===== src/csf_cfg.svh =====
// Constants for the CPU status flag and core register block.
// Assumes a 32-bit AXI4-Lite master; offsets are byte addresses.
//
// Functional notes
// - Write to counter low byte jumps within page
// - Counter low byte jump inserts one idle cycle
// - Table pointers address reads; high byte kept
// - Status writes leave timeout and powerdown alone
// - Carry on add carry, no borrow, rotates
// - Half carry from low nibble, no borrow
// - Zero flag set on all-zero arithmetic or logic result
// - Overflow when carry in and out differ
// - Powerdown: cleared by reset, clear, set halt
// - Timeout: cleared reset, clear, halt; set timeout
// - Signed compare is overflow xor result msb
// - Status never saved automatically on calls
// - Status bit layout; timeout, powerdown read-only
// - Accumulator takes every ALU result
// - Extended address upper part selects sector
// - Chained zero: sub copies, borrow-sub ands
// - Other instructions leave chained zero alone
`ifndef CSF_CFG_SVH
`define CSF_CFG_SVH
`define CSF_OFS_FLAG    8'h00
`define CSF_OFS_ACC     8'h04
`define CSF_OFS_PCL     8'h08
`define CSF_OFS_PCH     8'h0c
`define CSF_OFS_TABLE_POINTER_LOW    8'h10
`define CSF_OFS_TABLE_POINTER_HIGH    8'h14
`define CSF_OFS_TABLE_READ_HIGH_BYTE    8'h18
`define CSF_OFS_EXT     8'h1c
`define CSF_OFS_IRQST   8'h20
`define CSF_OFS_IRQMSK  8'h24
`define CSF_BIT_C       0
`define CSF_BIT_AC      1
`define CSF_BIT_Z       2
`define CSF_BIT_OV      3
`define CSF_BIT_PDF     4
`define CSF_BIT_TO      5
`define CSF_BIT_CZ      6
`define CSF_BIT_SC      7
`define CSF_FLAG_RST    8'h00
`define CSF_FLAG_WMASK  8'hcf
`define CSF_IRQ_TIMEOUT 0
`define CSF_IRQ_HALT    1
`define CSF_IRQ_JUMP    2
`define CSF_IRQ_TABLE   3
`define CSF_IDLE_CYCLES 1
`endif


===== src/csf_pkg.sv =====
// Types shared by the CPU status flag block.
// Assumes csf_cfg.svh supplies the numeric constants.
package csf_pkg;
  typedef enum logic [3:0] {
    CSF_OP_NOP,
    CSF_OP_ADD,
    CSF_OP_ADC,
    CSF_OP_SUB,
    CSF_OP_SBC,
    CSF_OP_AND,
    CSF_OP_OR,
    CSF_OP_XOR,
    CSF_OP_RLC,
    CSF_OP_RRC,
    CSF_OP_MOV,
    CSF_OP_CLRWDT,
    CSF_OP_HALT,
    CSF_OP_TBLRD,
    CSF_OP_WPCL,
    CSF_OP_EXT
  } csf_op_e;
  typedef enum logic [1:0] {
    CSF_RUN,
    CSF_IDLE
  } csf_state_e;
endpackage


===== src/csf_core_regs.sv =====
// CPU status flags, accumulator, counter low byte, table and sector regs.
// Assumes table data answers combinationally to csf table address.
`timescale 1ns/1ns
`default_nettype none
`include "csf_cfg.svh"
module csf_core_regs
  import csf_pkg::*;
#(
  parameter int PC_W  = 13,
  parameter int EXT_W = 9
) (
  input  wire logic             core_clk,      // 10 MHz clock
  input  wire logic             arst_n,        // Async reset
  input  wire logic [7:0]       s_axi_awaddr,  // Write address
  input  wire logic             s_axi_awvalid, // Write address valid
  output logic                  s_axi_awready, // Write address ready
  input  wire logic [31:0]      s_axi_wdata,   // Write data
  input  wire logic [3:0]       s_axi_wstrb,   // Byte enables
  input  wire logic             s_axi_wvalid,  // Write data valid
  output logic                  s_axi_wready,  // Write data ready
  output logic [1:0]            s_axi_bresp,   // Write response
  output logic                  s_axi_bvalid,  // Response valid
  input  wire logic             s_axi_bready,  // Response ready
  input  wire logic [7:0]       s_axi_araddr,  // Read address
  input  wire logic             s_axi_arvalid, // Read address valid
  output logic                  s_axi_arready, // Read address ready
  output logic [31:0]           s_axi_rdata,   // Read data
  output logic [1:0]            s_axi_rresp,   // Read response
  output logic                  s_axi_rvalid,  // Read valid
  input  wire logic             s_axi_rready,  // Read ready
  input  wire logic             op_valid,      // Instruction strobe
  input  wire logic [3:0]       op_code,       // Instruction kind
  input  wire logic [7:0]       op_operand,    // Data operand
  input  wire logic [EXT_W-1:0] op_ext_addr,   // Full data address
  output logic                  op_ready,      // Low in idle cycle
  input  wire logic             wdt_timeout,   // Watchdog expiry pulse
  output logic [15:0]           table_addr,    // Program memory address
  input  wire logic [15:0]      table_data,    // Program memory word
  output logic [PC_W-1:0]       program_count, // Program counter
  output logic [EXT_W-9:0]      mem_sector,    // Selected sector
  output logic [7:0]            mem_offset,    // Offset in sector
  output logic                  irq            // Interrupt level
);

  // ----------------------------------------------------------------
  // Storage
  // ----------------------------------------------------------------
  logic [7:0]      cpu_flag_word;
  logic [7:0]      acc;
  logic [7:0]      table_pointer_low;
  logic [7:0]      table_pointer_high;
  logic [7:0]      table_read_high_byte;
  logic [3:0]      irq_status;
  logic [3:0]      irq_mask;
  csf_state_e      state;

  // ----------------------------------------------------------------
  // ALU helpers
  // ----------------------------------------------------------------
  function automatic logic [4:0] csf_nib(input logic [3:0] a,
                                         input logic [3:0] b,
                                         input logic       ci);
    csf_nib = {1'b0, a} + {1'b0, b} + {4'h0, ci};
  endfunction

  function automatic logic csf_sel(input logic [7:0] a,
                                   input logic [7:0] b);
    csf_sel = (a == b);
  endfunction

  // ----------------------------------------------------------------
  // AXI4-Lite handshake
  // ----------------------------------------------------------------
  logic        aw_held;
  logic [7:0]  aw_addr;
  logic        w_held;
  logic [31:0] w_data;
  logic [3:0]  w_strb;
  logic        wr_go;
  logic        ar_go;
  logic        wr_hit;

  assign s_axi_awready = !aw_held && !s_axi_bvalid;
  assign s_axi_wready  = !w_held && !s_axi_bvalid;
  assign s_axi_arready = !s_axi_rvalid;
  assign wr_go         = aw_held && w_held;
  assign ar_go         = s_axi_arvalid && s_axi_arready;

  always_ff @(posedge core_clk or negedge arst_n) begin
    if (!arst_n) begin
      aw_held <= 1'b0;
      aw_addr <= 8'h00;
    end else if (s_axi_awvalid && s_axi_awready) begin
      aw_held <= 1'b1;
      aw_addr <= s_axi_awaddr;
    end else if (wr_go) begin
      aw_held <= 1'b0;
    end
  end

  always_ff @(posedge core_clk or negedge arst_n) begin
    if (!arst_n) begin
      w_held <= 1'b0;
      w_data <= 32'h0000_0000;
      w_strb <= 4'h0;
    end else if (s_axi_wvalid && s_axi_wready) begin
      w_held <= 1'b1;
      w_data <= s_axi_wdata;
      w_strb <= s_axi_wstrb;
    end else if (wr_go) begin
      w_held <= 1'b0;
    end
  end

  always_comb begin
    case (aw_addr)
      `CSF_OFS_FLAG, `CSF_OFS_ACC, `CSF_OFS_PCL, `CSF_OFS_PCH,
      `CSF_OFS_TABLE_POINTER_LOW, `CSF_OFS_TABLE_POINTER_HIGH, `CSF_OFS_TABLE_READ_HIGH_BYTE, `CSF_OFS_EXT,
      `CSF_OFS_IRQST, `CSF_OFS_IRQMSK: wr_hit = 1'b1;
      default: wr_hit = 1'b0;
    endcase
  end

  always_ff @(posedge core_clk or negedge arst_n) begin
    if (!arst_n) begin
      s_axi_bvalid <= 1'b0;
      s_axi_bresp  <= 2'b00;
    end else if (wr_go) begin
      s_axi_bvalid <= 1'b1;
      s_axi_bresp  <= wr_hit ? 2'b00 : 2'b10;
    end else if (s_axi_bready) begin
      s_axi_bvalid <= 1'b0;
    end
  end

  // Only the low byte lane carries register data
  logic       wr_lo;
  logic [7:0] wb;
  assign wr_lo = wr_go && w_strb[0];
  assign wb    = w_data[7:0];

  logic sw_flag;
  logic sw_acc;
  logic sw_pcl;
  logic sw_table_pointer_low;
  logic sw_table_pointer_high;
  logic sw_irqst;
  logic sw_irqmsk;
  assign sw_flag   = wr_lo && csf_sel(aw_addr, `CSF_OFS_FLAG);
  assign sw_acc    = wr_lo && csf_sel(aw_addr, `CSF_OFS_ACC);
  assign sw_pcl    = wr_lo && csf_sel(aw_addr, `CSF_OFS_PCL);
  assign sw_table_pointer_low   = wr_lo && csf_sel(aw_addr, `CSF_OFS_TABLE_POINTER_LOW);
  assign sw_table_pointer_high   = wr_lo && csf_sel(aw_addr, `CSF_OFS_TABLE_POINTER_HIGH);
  assign sw_irqst  = wr_lo && csf_sel(aw_addr, `CSF_OFS_IRQST);
  assign sw_irqmsk = wr_lo && csf_sel(aw_addr, `CSF_OFS_IRQMSK);

  // ----------------------------------------------------------------
  // Instruction execution
  // ----------------------------------------------------------------
  csf_op_e    op;
  logic       run;
  logic [7:0] opb;
  logic       cin;
  logic [4:0] lo_sum;
  logic [4:0] hi_sum;
  logic [4:0] lo7;
  logic [7:0] res;
  logic       arith;
  logic       logic_op;
  logic       c7;
  logic       c8;
  logic       ovf;
  logic       zr;
  logic [7:0] next_flag;
  logic [7:0] next_acc;
  logic       load_acc;

  assign op  = csf_op_e'(op_code);
  assign run = op_valid && op_ready;

  // Subtract is add of inverted operand; carry out means no borrow
  always_comb begin
    arith = 1'b1;
    opb   = op_operand;
    cin   = 1'b0;
    case (op)
      CSF_OP_ADC: cin = cpu_flag_word[`CSF_BIT_C];
      CSF_OP_SUB: begin
        opb = ~op_operand;
        cin = 1'b1;
      end
      CSF_OP_SBC: begin
        opb = ~op_operand;
        cin = cpu_flag_word[`CSF_BIT_C];
      end
      CSF_OP_ADD: cin = 1'b0;
      default: arith = 1'b0;
    endcase
  end

  assign lo_sum = csf_nib(acc[3:0], opb[3:0], cin);
  assign hi_sum = csf_nib(acc[7:4], opb[7:4], lo_sum[4]);
  assign lo7    = csf_nib({1'b0, acc[6:4]}, {1'b0, opb[6:4]}, lo_sum[4]);
  assign c7     = lo7[3];
  assign c8     = hi_sum[4];
  assign ovf    = c7 ^ c8;

  always_comb begin
    logic_op = 1'b1;
    load_acc = 1'b1;
    res      = acc;
    case (op)
      CSF_OP_ADD, CSF_OP_ADC,
      CSF_OP_SUB, CSF_OP_SBC: res = {hi_sum[3:0], lo_sum[3:0]};
      CSF_OP_AND: res = acc & op_operand;
      CSF_OP_OR:  res = acc | op_operand;
      CSF_OP_XOR: res = acc ^ op_operand;
      CSF_OP_RLC: begin
        logic_op = 1'b0;
        res      = {acc[6:0], cpu_flag_word[`CSF_BIT_C]};
      end
      CSF_OP_RRC: begin
        logic_op = 1'b0;
        res      = {cpu_flag_word[`CSF_BIT_C], acc[7:1]};
      end
      CSF_OP_MOV: begin
        logic_op = 1'b0;
        res      = op_operand;
      end
      CSF_OP_TBLRD: begin
        logic_op = 1'b0;
        res      = table_data[7:0];
      end
      default: begin
        logic_op = 1'b0;
        load_acc = 1'b0;
      end
    endcase
  end

  assign zr = (res == 8'h00);

  always_comb begin
    next_flag = cpu_flag_word;
    if (run && arith) begin
      next_flag[`CSF_BIT_C]  = c8;
      next_flag[`CSF_BIT_AC] = lo_sum[4];
      next_flag[`CSF_BIT_OV] = ovf;
      next_flag[`CSF_BIT_SC] = ovf ^ res[7];
    end
    if (run && (arith || logic_op)) begin
      next_flag[`CSF_BIT_Z] = zr;
    end
    if (run && (op == CSF_OP_RLC)) begin
      next_flag[`CSF_BIT_C] = acc[7];
    end
    if (run && (op == CSF_OP_RRC)) begin
      next_flag[`CSF_BIT_C] = acc[0];
    end
    // Other instructions leave chained zero as it was
    if (run && (op == CSF_OP_SUB)) begin
      next_flag[`CSF_BIT_CZ] = zr;
    end
    if (run && (op == CSF_OP_SBC)) begin
      next_flag[`CSF_BIT_CZ] = cpu_flag_word[`CSF_BIT_CZ] & zr;
    end
    // Direct write replaces writable bits outright
    if (sw_flag) begin
      next_flag = (wb & `CSF_FLAG_WMASK) |
                  (cpu_flag_word & ~`CSF_FLAG_WMASK);
    end
    // System flags follow their own events only
    if (run && (op == CSF_OP_CLRWDT)) begin
      next_flag[`CSF_BIT_PDF] = 1'b0;
      next_flag[`CSF_BIT_TO]  = 1'b0;
    end
    if (run && (op == CSF_OP_HALT)) begin
      next_flag[`CSF_BIT_PDF] = 1'b1;
      next_flag[`CSF_BIT_TO]  = 1'b0;
    end
    if (wdt_timeout) begin
      next_flag[`CSF_BIT_TO] = 1'b1;
    end
  end

  // Flags are changed by instructions, bus writes and watchdog timeouts; nothing is stacked on calls
  always_ff @(posedge core_clk or negedge arst_n) begin
    if (!arst_n) begin
      cpu_flag_word <= `CSF_FLAG_RST;
    end else begin
      cpu_flag_word <= next_flag;
    end
  end

  // Software write wins over an ALU result in the same cycle
  assign next_acc = sw_acc ? wb : res;

  always_ff @(posedge core_clk or negedge arst_n) begin
    if (!arst_n) begin
      acc <= 8'h00;
    end else if (sw_acc || (run && load_acc)) begin
      acc <= next_acc;
    end
  end

  // ----------------------------------------------------------------
  // Program counter and idle cycle
  // ----------------------------------------------------------------
  logic       jump;
  logic [7:0] jump_low;

  assign jump     = sw_pcl || (run && (op == CSF_OP_WPCL));
  assign jump_low = sw_pcl ? wb : op_operand;
  assign op_ready = (state == CSF_RUN);

  always_ff @(posedge core_clk or negedge arst_n) begin
    if (!arst_n) begin
      program_count <= '0;
    end else if (jump) begin
      program_count <= {program_count[PC_W-1:8], jump_low};
    end else if (run) begin
      program_count <= program_count + 1'b1;
    end
  end

  // Jump costs one dead slot while the new target is fetched
  always_ff @(posedge core_clk or negedge arst_n) begin
    if (!arst_n) begin
      state <= CSF_RUN;
    end else begin
      case (state)
        CSF_RUN:  state <= jump ? CSF_IDLE : CSF_RUN;
        CSF_IDLE: state <= CSF_RUN;
        default:  state <= CSF_RUN;
      endcase
    end
  end

  // ----------------------------------------------------------------
  // Table pointers and sector address
  // ----------------------------------------------------------------
  assign table_addr = {table_pointer_high, table_pointer_low};

  always_ff @(posedge core_clk or negedge arst_n) begin
    if (!arst_n) begin
      table_pointer_low  <= 8'h00;
      table_pointer_high <= 8'h00;
    end else begin
      if (sw_table_pointer_low) begin
        table_pointer_low <= wb;
      end
      if (sw_table_pointer_high) begin
        table_pointer_high <= wb;
      end
    end
  end

  always_ff @(posedge core_clk or negedge arst_n) begin
    if (!arst_n) begin
      table_read_high_byte <= 8'h00;
    end else if (run && (op == CSF_OP_TBLRD)) begin
      table_read_high_byte <= table_data[15:8];
    end
  end

  always_ff @(posedge core_clk or negedge arst_n) begin
    if (!arst_n) begin
      mem_sector <= '0;
      mem_offset <= 8'h00;
    end else if (run && (op == CSF_OP_EXT)) begin
      mem_sector <= op_ext_addr[EXT_W-1:8];
      mem_offset <= op_ext_addr[7:0];
    end
  end

  // ----------------------------------------------------------------
  // Interrupt status and mask
  // ----------------------------------------------------------------
  logic [3:0] irq_event;
  always_comb begin
    irq_event = 4'h0;
    irq_event[`CSF_IRQ_TIMEOUT] = wdt_timeout;
    irq_event[`CSF_IRQ_HALT]    = run && (op == CSF_OP_HALT);
    irq_event[`CSF_IRQ_JUMP]    = jump;
    irq_event[`CSF_IRQ_TABLE]   = run && (op == CSF_OP_TBLRD);
  end

  // New event beats a same-cycle write-one clear
  always_ff @(posedge core_clk or negedge arst_n) begin
    if (!arst_n) begin
      irq_status <= 4'h0;
    end else begin
      irq_status <= (irq_status & ~(sw_irqst ? wb[3:0] : 4'h0)) | irq_event;
    end
  end

  always_ff @(posedge core_clk or negedge arst_n) begin
    if (!arst_n) begin
      irq_mask <= 4'h0;
    end else if (sw_irqmsk) begin
      irq_mask <= wb[3:0];
    end
  end

  assign irq = |(irq_status & irq_mask);

  // ----------------------------------------------------------------
  // Read path
  // ----------------------------------------------------------------
  logic [31:0] rd_word;
  logic        rd_hit;
  always_comb begin
    rd_hit  = 1'b1;
    rd_word = 32'h0000_0000;
    case (s_axi_araddr)
      `CSF_OFS_FLAG:   rd_word[7:0] = cpu_flag_word;
      `CSF_OFS_ACC:    rd_word[7:0] = acc;
      `CSF_OFS_PCL:    rd_word[7:0] = program_count[7:0];
      `CSF_OFS_PCH:    rd_word[PC_W-9:0] = program_count[PC_W-1:8];
      `CSF_OFS_TABLE_POINTER_LOW:   rd_word[7:0] = table_pointer_low;
      `CSF_OFS_TABLE_POINTER_HIGH:   rd_word[7:0] = table_pointer_high;
      `CSF_OFS_TABLE_READ_HIGH_BYTE:   rd_word[7:0] = table_read_high_byte;
      `CSF_OFS_EXT:    rd_word[EXT_W-1:0] = {mem_sector, mem_offset};
      `CSF_OFS_IRQST:  rd_word[3:0] = irq_status;
      `CSF_OFS_IRQMSK: rd_word[3:0] = irq_mask;
      default:         rd_hit = 1'b0;
    endcase
  end

  always_ff @(posedge core_clk or negedge arst_n) begin
    if (!arst_n) begin
      s_axi_rvalid <= 1'b0;
      s_axi_rdata  <= 32'h0000_0000;
      s_axi_rresp  <= 2'b00;
    end else if (ar_go) begin
      s_axi_rvalid <= 1'b1;
      s_axi_rdata  <= rd_word;
      s_axi_rresp  <= rd_hit ? 2'b00 : 2'b10;
    end else if (s_axi_rready) begin
      s_axi_rvalid <= 1'b0;
    end
  end

endmodule
`default_nettype wire


===== config.mk =====
export PLATFORM = sky130hd
export DESIGN_NAME = csf_core_regs
export DESIGN_NICKNAME = d
export VERILOG_FILES = /design/src/csf_pkg.sv /design/src/csf_core_regs.sv
export VERILOG_INCLUDE_DIRS = /design/src
export SDC_FILE = /design/constraint.sdc
export NUM_CORES = 1
export LEC_CHECK = 0
export BUFFER_PORTS_ARGS = -buffer_cell sky130_fd_sc_hd__buf_2
export CORE_ASPECT_RATIO = 2
export CORE_UTILIZATION = 49
export DETAILED_ROUTE_END_ITERATION = 16
export HOLD_SLACK_MARGIN = 0.06
export PLACE_DENSITY_LB_ADDON = 0.08
export SLEW_MARGIN = 20
export SYNTH_ARGS = -nofsm -noshare
export SYNTH_HDL_FRONTEND = slang
export SYNTH_SLANG_ARGS = --single-unit

===== constraint.sdc =====
create_clock -name core_clk -period 3.67 [get_ports core_clk]
set_input_delay 0.367 -clock core_clk [delete_from_list [all_inputs] [get_ports core_clk]]
set_output_delay 0.367 -clock core_clk [all_outputs]
set_load 0.02 [all_outputs]

* Word level (Yosys, flattened, before mapping)
Cells that the tools add are included.
** Operators by class
- Add/subtract/negate cells :: 7
- Equality and inequality tests :: 33
- Mux-type cells :: 40
- Bitwise operators :: 13
- Reductions and logical operators :: 58
** Operators with widths (number)
- 8-bit by 5-bit equality test with 1-bit output, second input constant :: 8
- 8-bit case mux with 8 select lines :: 1
- 8-bit 2-to-1 mux :: 6
- 4-bit case mux with 10 select lines :: 1
- 4-bit equality test, second input constant :: 8
- 8-bit by 4-bit equality test with 1-bit output, second input constant :: 4
- 8-bit by 6-bit equality test with 1-bit output, second input constant :: 4
- 1-bit logical AND :: 27
- 8-bit zero test :: 3
- 1-bit 2-to-1 mux :: 23
- 3-bit case mux with 7 select lines :: 1
- 10-bit OR reduction :: 2
- 4-bit by 3-bit equality test with 1-bit output, second input constant :: 4
- 8-bit by 3-bit equality test with 1-bit output, second input constant :: 2
- 2-bit nonzero test :: 7
- 13-bit by 1-bit adder with 13-bit output, second input constant :: 1
- 11-bit OR reduction :: 1
- 4-bit by 4-bit adder with 5-bit output :: 2
- 5-bit by 1-bit adder with 5-bit output :: 2
- 2-bit 2-to-1 mux :: 5
- 4-bit AND :: 2
- 8-bit AND :: 1
- 4-bit by 2-bit equality test with 1-bit output, second input constant :: 2
- 8-bit inverter :: 1
- other kinds (23) :: 33
** Storage, ports and cells
- Bits in registers :: 106
- Input bits :: 98
- Output and inout port bits :: 81
- Word-level logic and storage cells :: 178

* Logic depth before layout (Yosys ltp)
- Depth in word-level cells :: 14
- Mapped depth :: 21
- Gate-level depth less buffers :: 17

* Least setup slack after synthesis
OpenSTA, ideal clock, no wires.
- Path kind :: in2reg
- Start point :: in op_code[0]
- End point :: reg cpu_flag_word[2]
- Setup time :: 76 ps
- Data arrival time :: 4559 ps
- Data required time :: 3594 ps
- Slack :: -966 ps
- Stages :: 21
- Cells stage by stage :: buf_6 -> buf_2 -> buf_6 -> nand2_1 -> o21ai_0 -> and2_1 -> buf_2 -> xnor2_1 -> fa_1 -> fa_1 -> a21o_1 -> a21o_1 -> fa_1 -> fa_1 -> nor2b_1 -> a311oi_1 -> a211oi_1 -> o31ai_1 -> a22o_1 -> nand3_1 -> o21ai_1
** On the way
- Longest elaborated chain between the ends :: 10
- Elaborated cells between the ends (all ways) :: 30
- Those cells by class :: add/sub: 4; eq/ne: 11; mux: 7; reduce/logical: 8
** Ends and longest elaborated chain
- start, declared :: line csf_core_regs.sv:32 : input wire logic [3:0] op_code,
- 4-bit by 2-bit equality test with 1-bit output / 4-bit by 3-bit equality test with 1-bit output (equally long branches) :: line csf_core_regs.sv:186, csf_core_regs.sv:212
- 2-bit OR reduction (no line)
- 8-bit 2-to-1 mux
- 4-bit by 4-bit adder with 5-bit output :: line csf_core_regs.sv:63 : csf_nib = {1'b0, a} + {1'b0, b} + {4'h0, ci};
- 5-bit by 1-bit adder with 5-bit output (2 in series) :: line csf_core_regs.sv:63
- 8-bit case mux with 8 select lines :: line csf_core_regs.sv:212 : case (op)
- 8-bit zero test :: line csf_core_regs.sv:241 : assign zr = (res == 8'h00);
- 1-bit 2-to-1 mux :: line csf_core_regs.sv:251 : if (run && (arith || logic_op)) begin
- 8-bit 2-to-1 mux :: line csf_core_regs.sv:268 : if (sw_flag) begin
- end signal, assigned :: line csf_core_regs.sv:289 : cpu_flag_word <= `CSF_FLAG_RST;
- end signal, assigned :: line csf_core_regs.sv:291 : cpu_flag_word <= next_flag;
- end, declared :: line csf_core_regs.sv:48 : logic [7:0] cpu_flag_word;
Several ways; a longest one is shown, not always the timed one. The select of a mux whose other input is x is not followed.
A chain may end at the register's enable or synchronous reset.

* Worst setup path after layout
- Start point :: in op_code[1]
- End point :: reg cpu_flag_word[2]
Same word-level chain as after synthesis.

==> run metrics <==
crit path time final=3990 ps; ANT nets after route=0; initial core utilization=50.6%; Area Overhead vs Synth=18.3%; Setup WS post-layout=-318 ps; vias per std cell=6.04; pre-CTS WS=-767 ps; clock-pin slew on the worst setup and hold paths=70 ps; violated checks=negative setup slack; largest net degree at the start of global routing=79; ANT cells=0; chip width=85.5 um; Max Cap Viol=0; HP Class=input pin to asynchronous set/reset pin; FP Rows=60; layout cell share with drive strength beyond 1=32.8%; Async S/R FF share, synth=100%; Worst Setup End Kind=register; CORE AREA=13500 um2; total gr overflow=0; clock skew=7.66 ps; FMAX=251 MHz; initial drt markers=316; status=finished, violations left; synth warn=0; worst path arrival time=4260 ps; Critical Path RT=3940 ps; clk buf depth=2; ys flop type=dfrtp_1; dpl hpwl=18.4 mm; full die area=14400 um2; Leakage=3.75 nW; sequential element share of the synthesized area=37.7%; CTS root buf=clkbuf_16; Yosys reg bits=103; H-Tree Depth=3; Clock Sinks=103; Syn Area/Cell=9.44 um2; fin util=59.8%; startpoint types=input pin; post-synth cell types=77; WHS=46.8 ps; I/O Buffers=126; nets=987; worst slew pin tran=1040 ps; unrepaired setup endpoints after global routing=yes; wire per inst=23.0 um; final wirelength=23.5 mm; critical path start-end classification=input pin to register; number of global-route vias before repair=6096; via count=6175; Max VDD drop=0.000477 V; GR Util All Layers=32.9%; DR DRC count=0; first-pass GRT wire length=35.2 mm; GPL Wtd Cong=1.03; final hold vios=0; Max-slew headroom=30.2%; final setup fails=5; Post-synth EDFFs=0; initial antenna violation count=0; # hold bufs at CTS=0; Syn Inst Count=724; Die Y=169 um; DRT Pass-1 Iters=6; Worst-Skew Late Latency=350 ps; final slew viol count=0; Inserted Clock Buffers=9; fin crit share=109%; power consumption=4.51 mW; CTS tree=built; I/O pin count=179; Fillers=1245; Syn Std Cell Area=6830 um2; critical-path maximum fanout=2; PwrDens=558 nW/um2
[cell usage after synthesis, types with 11 or more instances]
cell type	instances	share of area, %
nor3_1	16	1.2
inv_1	24	1.3
clkbuf_1	16	0.88
mux2_2	55	9.1
buf_2	12	0.88
nand3_1	16	1.2
a21oi_1	39	2.9
a221oi_1	11	1.4
o21ai_1	12	0.88
mux2i_1	17	2.5
nor2_1	55	3.0
dfrtp_1	103	38
nand2_1	69	3.8
xor2_1	11	1.4
nor2b_1	11	1.0
buf_4	28	3.1
xnor2_1	13	1.7
a22oi_1	13	1.4
ha_1	23	4.2
o21ai_0	39	2.9
[sequential cells by signal (all words and copies together) (netlist names), 8 cells and up]
signal	flops
cpu_flag_word	8
table_pointer_high	8
acc	8
s_axi_rdata	9
mem_offset	8
aw_addr	8
program_count	13
w_data	8
table_pointer_low	8
table_read_high_byte	8
[final timing paths]
check	slack, ps	start	cells after the start	to
max	-320	op_code[1]	18	cpu_flag_word[2]
min	50	arst_n	1	s_axi_rvalid
max reg2reg	-310	cpu_flag_word[0]	17	cpu_flag_word[2]
min reg2reg	460	state[0]	1	state[0]
max in group asynchronous	2770	arst_n	2	w_data[5]
min in group core_clk	200	s_axi_bready	2	s_axi_bvalid
[final cells by class]
cell class                      instances  area [um2]  area share, %
Multi-Input combinational cell        554        3970           49.1
Clock inverter                          6        52.6          0.650
Timing Repair Buffer                  168         966           12.0
Tap cell                              155         194           2.40
Clock buffer                           10         229           2.83
Inverter                               26        97.6           1.21
Sequential cell                       103        2580           31.9
[per-stage QoR]
step / cell area, um2 / TNS (ps) / std cells
2_1_floorplan: 6980 / -2830 / 748
3_3_place_gp: 7680 / -4410 / 1002
3_5_place_dp: 7680 / -4960 / 1002
4_1_cts: 8010 / -882 / 1021
5_1_grt: 8080 / -1970 / 1022
6_report: 8080 / -834 / 1022
[worst max-delay path, stage by stage]
cell,delay (ps)
buf_6,90
or3b_4,390
o21ai_2,70
and2_4,180
xnor2_2,60
fa_2,370
fa_2,400
a21o_1,160
a21o_1,190
fa_2,390
fa_2,440
buf_6,130
a32oi_2,170
o31ai_2,120
o31ai_1,260
a22o_1,220
nand3_1,90
o21ai_1,160
[cell families after synthesis]
group | count (synthesis) | synth area share [%]
AOI/OAI and AO/OA | 183 | 17.8
muxes | 78 | 12.8
buffers and inverters | 91 | 7.34
and+or+nand+nor | 217 | 15.8
adders and majority gates | 27 | 5.38
other | 1 | 0.0549
xor gates and xnor gates | 24 | 3.08
DFF | 103 | 37.7
[power breakdown]
| part | internal, mW | switching, mW | leakage, nW | total, mW |
|---|---|---|---|---|
| clock network | 0.472 | 0.451 | 0.132 | 0.923 |
| registers | 1.42 | 0.484 | 1.29 | 1.90 |
| logic | 0.765 | 0.923 | 2.33 | 1.69 |
| total | 2.65 | 1.86 | 3.75 | 4.51 |
[cells in the final DEF (no fill, tap or decap), types with 16 or more instances in the layout]
| cell | n |
|---|---|
| a21oi_1 | 35 |
| buf_4 | 40 |
| ha_1 | 23 |
| nand3_1 | 16 |
| mux2_2 | 55 |
| nand2_1 | 67 |
| nor2_1 | 54 |
| inv_1 | 24 |
| conb_1 | 25 |
| mux2i_1 | 17 |
| buf_2 | 124 |
| dfrtp_1 | 103 |
| o21ai_1 | 17 |
| o21ai_0 | 32 |
[routing by layer]
layer | global-route usage [%] | vias to the layer above | share of wire, % | wire length [um]
li1 | - | 2828 | - | -
met1 | 33.8 | 3044 | 34 | 7980
met2 | 60.9 | 233 | 55 | 12900
met3 | 3.17 | 70 | 4.0 | 939
met4 | 23.7 | 0 | 7.3 | 1730
met5 | 0 | - | 0 | 0
[what timing repair did]
action | CTS | global route
buffers inserted | 3 | 2
setup endpoints to repair | 8 | 8
pin swaps | 9 | 11
gates resized for setup | 11 | 14
Note: power is estimated with default switching activity, not from simulation.
